## src/rtl/tocr_pkg.sv

```systemverilog
// Purpose: Shared constants and types for the temperature offset and
//          second configuration register block.
// Assumes: APB slave with 32-bit data, one register per aligned word.
// Notes:   Byte address of a register is four times its index.
package tocr_pkg;

    // Register indices; byte address = index * 4
    localparam logic [9:0] IDX_REMOTE1_OFFSET = 10'h070;
    localparam logic [9:0] IDX_LOCAL_OFFSET   = 10'h071;
    localparam logic [9:0] IDX_REMOTE2_OFFSET = 10'h072;
    localparam logic [9:0] IDX_SECOND_CONFIG  = 10'h073;
    localparam logic [9:0] IDX_LOCK_CTRL      = 10'h090;
    localparam logic [9:0] IDX_OFFSET_CTRL    = 10'h091;
    localparam logic [9:0] IDX_CORR_REMOTE1   = 10'h092;
    localparam logic [9:0] IDX_CORR_LOCAL     = 10'h093;
    localparam logic [9:0] IDX_CORR_REMOTE2   = 10'h094;

    localparam int ADDR_W    = 12;
    localparam int NUM_CH    = 3;
    localparam int TEMP_W    = 10;
    localparam int OFFSET_W  = 8;
    localparam int SUM_W     = 12;
    localparam int NUM_ATTENUATOR_BYPASS  = 4;

    // Second configuration register fields
    localparam int CFG2_DETECT_EN_BIT  = 0;
    localparam int CFG2_FAN_FLAG_LSB   = 1;
    localparam int CFG2_AVG_BYPASS_BIT = 4;
    localparam int CFG2_ATTENUATOR_BYPASS_BYPASS_BIT = 5;
    localparam logic [7:0] CFG2_RESET  = 8'h00;

    // Own control fields
    localparam int LOCK_BIT            = 0;
    localparam int OFFSET_RANGE_BIT    = 1;
    localparam int CHAN_ATTENUATOR_BYPASS_LSB       = 4;

    localparam logic [OFFSET_W-1:0] OFFSET_RESET = 8'h00;
    localparam logic [31:0]         READ_ZERO    = 32'h0000_0000;

    // Channel order inside arrays
    localparam int CH_REMOTE1 = 0;
    localparam int CH_LOCAL   = 1;
    localparam int CH_REMOTE2 = 2;

    typedef struct packed {
        logic [NUM_CH-1:0]             valid;
        logic [NUM_CH-1:0][TEMP_W-1:0] raw;
    } tocr_meas_t;

    typedef struct packed {
        logic [NUM_CH-1:0]             valid;
        logic [NUM_CH-1:0][TEMP_W-1:0] value;
    } tocr_corr_t;

    typedef struct packed {
        logic [NUM_CH-1:0][OFFSET_W-1:0] offsets;
        logic                            detect_en;
        logic                            avg_bypass;
        logic                            attenuator_bypass_bypass;
        logic [2:0]                      fan_flags;
        logic                            lock;
        logic                            offset_range;
        logic [NUM_ATTENUATOR_BYPASS-1:0]             chan_attenuator_bypass;
        logic [NUM_CH-1:0][TEMP_W-1:0]   corr;
        logic [NUM_CH-1:0]               corr_vld;
        logic [NUM_ATTENUATOR_BYPASS-1:0]             attenuator_bypass_out;
        logic                            avg_out;
        logic                            pready;
        logic                            pslverr;
        logic [31:0]                     prdata;
    } tocr_state_t;

    localparam tocr_state_t STATE_RESET = '0;

endpackage

```

## src/rtl/tocr_regs.sv

```systemverilog
// Purpose: Temperature offset registers and second configuration register
//          behind an APB slave, with offset correction of three channels.
// Assumes: Measurements are quarter-degree two's complement, synchronous.
// Notes:   Registered decode costs one extra access cycle; outputs registered.
// Notes on behaviour
// - The first remote offset register is 8-bit read/write, resets to zero and corrects every first remote reading.
// - The local offset register is 8-bit read/write, resets to zero and corrects every local reading.
// - The second remote offset register is 8-bit read/write, resets to zero and corrects every second remote reading.
// - A range bit selects the step size of all three offsets, half a degree when clear and one degree when set.
// - Once the lock bit is set, writes to the offset registers leave them unchanged.
// - The second configuration register resets to all zeros.
// - With detection enabled, bits 3 to 1 of that register show which fan inputs carry a four-wire fan.
// - Those three fan bits are read-only and read one for a four-wire fan on inputs one, two and three.
// - Bit 4 set turns off averaging of temperature and voltage samples.
// - Bit 5 set bypasses the attenuators of the 2.5 V, core, 5 V and 12 V inputs.
// - Per-channel attenuator bypass bits act independently alongside the global bit.
//
// Decided for this implementation: the APB interface to the registers.
`timescale 1ns/1ps

module tocr_regs (
    input  wire logic                                   pclk,
    input  wire logic                                   presetn,
    input  wire logic                                   psel,
    input  wire logic                                   penable,
    input  wire logic                                   pwrite,
    input  wire logic [tocr_pkg::ADDR_W-1:0]            paddr,
    input  wire logic [31:0]                            pwdata,
    input  wire logic [3:0]                             pstrb,
    output logic                                        pready,
    output logic [31:0]                                 prdata,
    output logic                                        pslverr,
    input  wire tocr_pkg::tocr_meas_t                   meas_in,
    input  wire logic [2:0]                             four_wire_sense,
    output tocr_pkg::tocr_corr_t                        corr_out,
    output logic                                        averaging_bypass,
    output logic [tocr_pkg::NUM_ATTENUATOR_BYPASS-1:0]               attenuator_bypass,
    output logic [2:0]                                  fan_flags
);

    tocr_pkg::tocr_state_t s_q;
    tocr_pkg::tocr_state_t s_d;

    // Saturating signed add of a scaled offset
    function automatic logic [tocr_pkg::TEMP_W-1:0] add_offset(
        input logic [tocr_pkg::TEMP_W-1:0]   raw,
        input logic [tocr_pkg::OFFSET_W-1:0] off,
        input logic                          whole_deg
    );
        logic signed [tocr_pkg::SUM_W-1:0] raw_x;
        logic signed [tocr_pkg::SUM_W-1:0] off_x;
        logic signed [tocr_pkg::SUM_W-1:0] sum;
        logic signed [tocr_pkg::SUM_W-1:0] max_v;
        logic signed [tocr_pkg::SUM_W-1:0] min_v;
        raw_x = {{(tocr_pkg::SUM_W-tocr_pkg::TEMP_W){raw[tocr_pkg::TEMP_W-1]}}, raw};
        off_x = {{(tocr_pkg::SUM_W-tocr_pkg::OFFSET_W){off[tocr_pkg::OFFSET_W-1]}}, off};
        // Quarter-degree units: one degree is four, half a degree is two
        off_x = whole_deg ? (off_x <<< 2) : (off_x <<< 1);
        sum   = raw_x + off_x;
        max_v = 12'sh1FF;
        min_v = -12'sh200;
        // Clamp rather than wrap, a wrapped hot reading would look cold
        if (sum > max_v) begin
            add_offset = max_v[tocr_pkg::TEMP_W-1:0];
        end else if (sum < min_v) begin
            add_offset = min_v[tocr_pkg::TEMP_W-1:0];
        end else begin
            add_offset = sum[tocr_pkg::TEMP_W-1:0];
        end
    endfunction

    logic [9:0]  idx;
    logic        addr_ok;
    logic        mapped;
    logic [31:0] rd_val;
    logic        access;
    logic        do_write;

    assign idx      = paddr[tocr_pkg::ADDR_W-1:2];
    assign addr_ok  = (paddr[1:0] == 2'h0);
    assign access   = psel & penable;
    assign do_write = access & s_q.pready & pwrite & pstrb[0] & mapped;

    always_comb begin
        mapped = addr_ok;
        rd_val = tocr_pkg::READ_ZERO;
        unique case (idx)
            tocr_pkg::IDX_REMOTE1_OFFSET: rd_val[7:0] = s_q.offsets[tocr_pkg::CH_REMOTE1];
            tocr_pkg::IDX_LOCAL_OFFSET:   rd_val[7:0] = s_q.offsets[tocr_pkg::CH_LOCAL];
            tocr_pkg::IDX_REMOTE2_OFFSET: rd_val[7:0] = s_q.offsets[tocr_pkg::CH_REMOTE2];
            tocr_pkg::IDX_SECOND_CONFIG: begin
                rd_val[tocr_pkg::CFG2_DETECT_EN_BIT]                          = s_q.detect_en;
                rd_val[tocr_pkg::CFG2_FAN_FLAG_LSB +: 3]                      = s_q.fan_flags;
                rd_val[tocr_pkg::CFG2_AVG_BYPASS_BIT]                         = s_q.avg_bypass;
                rd_val[tocr_pkg::CFG2_ATTENUATOR_BYPASS_BYPASS_BIT]                        = s_q.attenuator_bypass_bypass;
            end
            tocr_pkg::IDX_LOCK_CTRL:      rd_val[tocr_pkg::LOCK_BIT] = s_q.lock;
            tocr_pkg::IDX_OFFSET_CTRL: begin
                rd_val[tocr_pkg::OFFSET_RANGE_BIT]                 = s_q.offset_range;
                rd_val[tocr_pkg::CHAN_ATTENUATOR_BYPASS_LSB +: tocr_pkg::NUM_ATTENUATOR_BYPASS] = s_q.chan_attenuator_bypass;
            end
            tocr_pkg::IDX_CORR_REMOTE1:   rd_val[tocr_pkg::TEMP_W-1:0] = s_q.corr[tocr_pkg::CH_REMOTE1];
            tocr_pkg::IDX_CORR_LOCAL:     rd_val[tocr_pkg::TEMP_W-1:0] = s_q.corr[tocr_pkg::CH_LOCAL];
            tocr_pkg::IDX_CORR_REMOTE2:   rd_val[tocr_pkg::TEMP_W-1:0] = s_q.corr[tocr_pkg::CH_REMOTE2];
            default:                      mapped = 1'b0;
        endcase
    end

    always_comb begin
        s_d = s_q;

        // Wait state in the first access cycle, answer in the second
        s_d.pready  = access & ~s_q.pready;
        s_d.pslverr = access & ~s_q.pready & ~mapped;
        if (access & ~s_q.pready & ~pwrite & mapped) begin
            s_d.prdata = rd_val;
        end else begin
            s_d.prdata = tocr_pkg::READ_ZERO;
        end

        if (do_write) begin
            unique case (idx)
                tocr_pkg::IDX_REMOTE1_OFFSET: begin
                    if (!s_q.lock) begin
                        s_d.offsets[tocr_pkg::CH_REMOTE1] = pwdata[7:0];
                    end
                end
                tocr_pkg::IDX_LOCAL_OFFSET: begin
                    if (!s_q.lock) begin
                        s_d.offsets[tocr_pkg::CH_LOCAL] = pwdata[7:0];
                    end
                end
                tocr_pkg::IDX_REMOTE2_OFFSET: begin
                    if (!s_q.lock) begin
                        s_d.offsets[tocr_pkg::CH_REMOTE2] = pwdata[7:0];
                    end
                end
                tocr_pkg::IDX_SECOND_CONFIG: begin
                    s_d.detect_en   = pwdata[tocr_pkg::CFG2_DETECT_EN_BIT];
                    s_d.avg_bypass  = pwdata[tocr_pkg::CFG2_AVG_BYPASS_BIT];
                    s_d.attenuator_bypass_bypass = pwdata[tocr_pkg::CFG2_ATTENUATOR_BYPASS_BYPASS_BIT];
                end
                // Lock holds until reset so software cannot undo it
                tocr_pkg::IDX_LOCK_CTRL: begin
                    s_d.lock = s_q.lock | pwdata[tocr_pkg::LOCK_BIT];
                end
                tocr_pkg::IDX_OFFSET_CTRL: begin
                    s_d.offset_range = pwdata[tocr_pkg::OFFSET_RANGE_BIT];
                    s_d.chan_attenuator_bypass    = pwdata[tocr_pkg::CHAN_ATTENUATOR_BYPASS_LSB +: tocr_pkg::NUM_ATTENUATOR_BYPASS];
                end
                default: begin
                end
            endcase
        end

        s_d.fan_flags = s_q.detect_en ? four_wire_sense : 3'h0;

        s_d.avg_out = s_q.avg_bypass;
        s_d.attenuator_bypass_out = {tocr_pkg::NUM_ATTENUATOR_BYPASS{s_q.attenuator_bypass_bypass}} | s_q.chan_attenuator_bypass;

        for (int ch = 0; ch < tocr_pkg::NUM_CH; ch++) begin
            s_d.corr_vld[ch] = meas_in.valid[ch];
            if (meas_in.valid[ch]) begin
                s_d.corr[ch] = add_offset(meas_in.raw[ch], s_q.offsets[ch], s_q.offset_range);
            end
        end
    end

    always_ff @(posedge pclk or negedge presetn) begin
        if (!presetn) begin
            s_q <= tocr_pkg::STATE_RESET;
        end else begin
            s_q <= s_d;
        end
    end

    assign pready            = s_q.pready;
    assign prdata            = s_q.prdata;
    assign pslverr           = s_q.pslverr;
    assign corr_out.valid    = s_q.corr_vld;
    assign corr_out.value    = s_q.corr;
    assign averaging_bypass  = s_q.avg_out;
    assign attenuator_bypass = s_q.attenuator_bypass_out;
    assign fan_flags         = s_q.fan_flags;

endmodule

```

## config.mk

```make
export PLATFORM = sky130hd
export DESIGN_NAME = tocr_regs
export DESIGN_NICKNAME = d
export VERILOG_FILES = /design/src/rtl/tocr_pkg.sv /design/src/rtl/tocr_regs.sv
export SDC_FILE = /design/constraint.sdc
export NUM_CORES = 1
export LEC_CHECK = 0
export BUFFER_PORTS_ARGS = -buffer_cell sky130_fd_sc_hd__buf_2
export CORE_MARGIN = 3
export CORE_UTILIZATION = 55
export CTS_BUF_LIST = sky130_fd_sc_hd__clkbuf_4
export DETAILED_ROUTE_END_ITERATION = 8
export PLACE_DENSITY = 0.84
export SYNTH_ARGS = -nofsm -noshare
export SYNTH_HDL_FRONTEND = slang
export SYNTH_SLANG_ARGS = --single-unit
```

## constraint.sdc

```tcl
create_clock -name pclk -period 3.55 [get_ports pclk]
set_input_delay 0.1775 -clock pclk [delete_from_list [all_inputs] [get_ports pclk]]
set_output_delay 0.1775 -clock pclk [all_outputs]
set_load 0.03 [all_outputs]
```

-- Yosys cells after proc, flatten, opt, wreduce, memory -nomap -nowiden
Index checks and enable logic that the tools add are counted.
- bits of input ports: 89
- word-level logic and storage cells: 78
- register bits: 108
- bitwise gates (word level): 15
- equality and inequality tests: 9
- $add $sub $neg: 3
- reduce and logical (&&, ||, !) cells: 8
- magnitude comparators: 6
- multiplexer cells: 18
- operators by type and width (kind ; count):
    $mux 10 ; 7
    $eq 10x8->1 const B ; 5
    $eq 10x7->1 const B ; 4
    $add 10x10->11 ; 3
    $gt 11x10->1 const B ; 3
    $lt 11x10->1 const B ; 3
    $pmux 2 s7 ; 2
    $mux 9 ; 3
    $pmux 1 s8 ; 2
    $pmux 2 s8 ; 1
    $and 1x1->1 ; 9
    $reduce_and 3->1 ; 3
    $reduce_or 9->1 ; 1
    $pmux 2 s3 ; 1
    $reduce_and 2->1 ; 3
    $not 1->1 ; 4
    $or 4x4->4 ; 1
    $mux 3 ; 1
    $logic_not 2->1 ; 1
    $mux 1 ; 1
    $or 1x1->1 ; 1

-- Longest topological paths before layout
- depth in word-level cells: 6
- mapped depth: 12
- depth with buffers taken out: 9

-- Least setup slack after synthesis
No wires, ideal clock.
- path kind: reg2reg
- from: register s_q[76] in the netlist's numbering
- to: register s_q (netlist bit corr_out[1])
- data required time: 3.467 ns
- path buffers: 3
- setup slack: 0.391 ns
- stages on the path, launching flop included: 12
- period minus slack after synthesis: 3.159 ns
- arrival: 3.076 ns
- path through: dfrtp_1 > clkbuf_1 > clkbuf_1 > mux2_2 > fa_1 > a21oi_1 > o211ai_1 > o41ai_1 > xnor2_1 > clkbuf_1 > a21oi_1 > o22ai_1
- cells in the longest elaborated chain, start to end: 5
- RTL lines (what ; RTL line ; RTL):
    start: declaration ; tocr_regs.sv:41 ; tocr_pkg::tocr_state_t s_q;
    start signal: assignment ; tocr_regs.sv:171 ; s_q <= tocr_pkg::STATE_RESET;
    $mux 9 (*) ; tocr_regs.sv:58 ; off_x = whole_deg ? (off_x <<< 2) : (off_x <<< 1);
    $add 10x10->11 (*) ; tocr_regs.sv:59 ; sum = raw_x + off_x;
    $lt 11x10->1 ; tocr_regs.sv:65 ; end else if (sum < min_v) begin
    $mux 10 ; tocr_regs.sv:65 ;
    $mux 10 (*) ; tocr_regs.sv:63 ; if (sum > max_v) begin
Every way passes the cells marked *; elsewhere a longest branch is shown, timed or not.
A chain may end at the register's enable or synchronous reset.

-- Worst setup path after layout
Ends and elaborated chain as after synthesis.

==> results.json <==
{
  "setup_slack_ns": 0.401,
  "cp_max_fo": 15,
  "crit_start": "s_q[76]$_DFFE_PN0P_",
  "path_cells": "buf_4 > mux2_2 > ha_1 > a21oi_1 > o211ai_1 > o41ai_1 > xnor2_2 > buf_4 > a21oi_1 > o22ai_1",
  "arrival_ns": 3.45,
  "pwr_density_cell_nw_per_um2": 324,
  "drt_iter0_drc": 336,
  "post_cts_buffers": 0,
  "cts_made_buffers": 9,
  "synth-edff-count": 0,
  "core_area_um2": 10000,
  "hold_ws_ns": 0.0298,
  "viasPerCell": 5.84,
  "crit_buf_inv": 2,
  "worstSkewPairLatency_ns": 0.44,
  "nFillCells": 843,
  "fmax_mhz": 318,
  "reg2reg_to": "corr_out[1]$_DFFE_PN0P_",
  "start_util": 0.578,
  "synth_top_area_frac": 0.372,
  "r2r_setup_slack_ns": 0.40,
  "tritoncts": "built",
  "worst_pin_slew_ns": 1.04,
  "grt_pass1_vias": 4184,
  "cts-htree-levels": 3,
  "die_w_um": 109,
  "cts_sinks": 86,
  "rr_worst_depth": 10,
  "globalplace.congestion": 0.890,
  "synth_area_leaders": "dfrtp_1, mux2_2, buf_4, ha_1, a21oi_1",
  "wl_mm": 13.9,
  "maxCapViolations": 0,
  "hold_class": "primary input to flip-flop",
  "rsz0062_at_grt": "no",
  "grt_pass1_wl_mm": 21.3,
  "start_kind": "flip-flop",
  "slowest_stage": "dfrtp_2",
  "antenna_left": 0,
  "setup_viol": 0,
  "vias": 4500,
  "port_buffers": 114,
  "synth_area_leader_cell": "dfrtp_1",
  "period_minus_slack_ns": 3.15,
  "grt_antenna_before_repair": 0,
  "hold_path_end": "corr_out[0]$_DFFE_PN0P_",
  "grt_max_degree": 87,
  "finClkSkew_ns": 0.0225,
  "min_from": "meas_in[0]",
  "stdcell_count": 771,
  "synth_warnings": 0,
  "nNetsFinal": 752,
  "dieArea_um2": 11800,
  "crit_path_end_kind": "flip-flop",
  "syn_to_final_growth_pct": 8.29,
  "dp.cells": 746,
  "ys_async_sr_fraction": 1.00,
  "path_delay_family": "compound AO/OA/AOI/OAI gates",
  "ys_ff_latch": 86,
  "whs_path_depth": 3,
  "dp_hpwl_mm": 10.7,
  "setup_tns_ns": 0,
  "worstReg2RegStart": "s_q[76]$_DFFE_PN0P_",
  "grt_overflow": 0,
  "required_ns": 3.85,
  "slew-limit-headroom": 0.308,
  "leakage_nw": 3.11,
  "pin_count": 164,
  "grt_use_total": 0.235,
  "worst_ir_drop_vdd_uv": 187,
  "die_h_um": 109,
  "drt_pass1_iterations": 8,
  "synth.distinct_cells": 57,
  "diodes": 0,
  "syn_area_um2": 5780,
  "setup.worst_path.class": "flip-flop to flip-flop",
  "clk_path_buf_depth": 2,
  "synthFlopType": "dfrtp_1",
  "clkTransAtPathRegs_ns": 0.15,
  "post-place-ws_ns": 0.276,
  "finalHoldViolCount": 0,
  "avgSynthCellArea_um2": 10.2,
  "drv_slew": 0,
  "synthCells": 567,
  "clockRootBuffer": "clkbuf_4",
  "status": "complete, no violations",
  "max_stage_delay_ns": 0.58,
  "period_share": 0.887,
  "num_rows": 36,
  "layout-drive-gt1-share": 0.343,
  "seq_area_frac_synth": 0.372,
  "finalPower_mw": 2.03,
  "drc": 0,
  "wl_per_cell_um": 18.0
}
metrics by stage:
| step | utilization | cell area (um^2) |
|---|---|---|
| final | 0.626 | 6260 |
| after global routing | 0.626 | 6260 |
| after CTS | 0.624 | 6240 |
| after detailed placement | 0.602 | 6020 |
| after global placement | 0.602 | 6020 |
| after floorplan | - | 5860 |
area by class of cell:
cell class | count | area, um^2 | share of cell area
multi-input cells | 387 | 3010 | 0.481
flip-flops and latches | 86 | 2150 | 0.344
repair buffers | 130 | 716 | 0.114
well taps | 133 | 166 | 0.0266
clock buffers | 10 | 75.1 | 0.0120
inverters | 19 | 71.3 | 0.0114
clock inverters | 6 | 68.8 | 0.0110
power breakdown:
| part | switching, mW | internal, mW | leakage, nW |
|---|---|---|---|
| Combinational | 0.262 | 0.131 | 1.90 |
| Clock | 0.342 | 0.228 | 0.0774 |
| Sequential | 0.0487 | 1.02 | 1.13 |
| Total | 0.653 | 1.38 | 3.11 |
registers in the layout, summed over array words and instances, names as in the netlist:
signal             flops
fan_flags              3
corr_out              33
prdata                10
pslverr                1
attenuator_bypass      4
s_q                   32
pready                 1
averaging_bypass       1
s_d                    1
what timing repair did:
item,CTS,global route
resized for setup,0,2
hold buffers,8,1
endpoints found under the hold margin,94,1
endpoints found under the setup margin,0,2
tightest hold or removal path, stage by stage:
cell,delay (ns)
buf_2,0.08
a21oi_1,0.05
o22ai_1,0.12
worst max path at each step:
| stage | end | slack (ns) | depth (start not counted) |
|---|---|---|---|
| 5_1_grt | corr_out[1]$_DFFE_PN0P_ | 0.16 | 10 |
| 2_1_floorplan | corr_out[1]$_DFFE_PN0P_ | 0.39 | 11 |
| 3_3_place_gp | corr_out[25]$_DFFE_PN0P_ | 0.34 | 8 |
| 6_report | corr_out[1]$_DFFE_PN0P_ | 0.40 | 10 |
| 4_1_cts | corr_out[1]$_DFFE_PN0P_ | 0.24 | 10 |
| 3_5_place_dp | corr_out[12]$_DFFE_PN0P_ | 0.28 | 10 |
cells by family (layout without fill, tap and decap cells):
kind of cell | after synthesis | in the layout | share of synthesized area
other cells | 1 | 22 | 0.000648
mux | 74 | 74 | 0.149
simple gates | 95 | 95 | 0.0909
fa+ha+maj | 36 | 36 | 0.0792
compound gates | 139 | 139 | 0.154
flops | 86 | 86 | 0.372
buf+inv | 115 | 165 | 0.122
xor+xnor | 21 | 21 | 0.0318
cell usage in the layout (no fill, tap or decap), types with 6 or more instances in the layout:
| cell type | synthesis | routed |
|---|---|---|
| a21oi_1 | 44 | 44 |
| a222oi_1 | 10 | 10 |
| buf_2 | 3 | 113 |
| buf_4 | 72 | 8 |
| clkbuf_4 | 0 | 10 |
| conb_1 | 1 | 22 |
| dfrtp_1 | 86 | 85 |
| dlygate4sd3_1 | 0 | 9 |
| ha_1 | 27 | 27 |
| inv_1 | 18 | 18 |
| maj3_1 | 6 | 6 |
| mux2_2 | 66 | 66 |
| nand2_1 | 18 | 18 |
| nand3_1 | 11 | 11 |
| nor2_1 | 22 | 22 |
| nor3_1 | 8 | 8 |
| o21ai_0 | 27 | 27 |
| o22ai_1 | 13 | 13 |
| o2bb2ai_1 | 8 | 8 |
| or2_2 | 6 | 6 |
| xnor2_1 | 15 | 14 |
| xor2_1 | 6 | 6 |
metal layers:
layer / up-vias / track usage / share of wire
li1: 2110 / - / -
met1: 2146 / 0.315 / 0.42
met2: 209 / 0.365 / 0.46
met3: 35 / 0.0543 / 0.088
met4: 0 / 0.104 / 0.032
met5: - / 0 / 0
cells in the mapped netlist, types with 5 or more instances:
cell type,instances
nor2_1,22
o21ai_0,27
o2bb2ai_1,8
mux2_2,66
xnor2_1,15
nand3_1,11
a21o_1,5
ha_1,27
nor3_1,8
nor2b_1,5
a222oi_1,10
buf_4,72
maj3_1,6
dfrtp_1,86
o211ai_1,5
xor2_1,6
inv_1,18
mux2i_1,5
a21oi_1,44
o22ai_1,13
or2_2,6
clkbuf_1,20
nand2_1,18
Power figures use the tool's default switching activity.
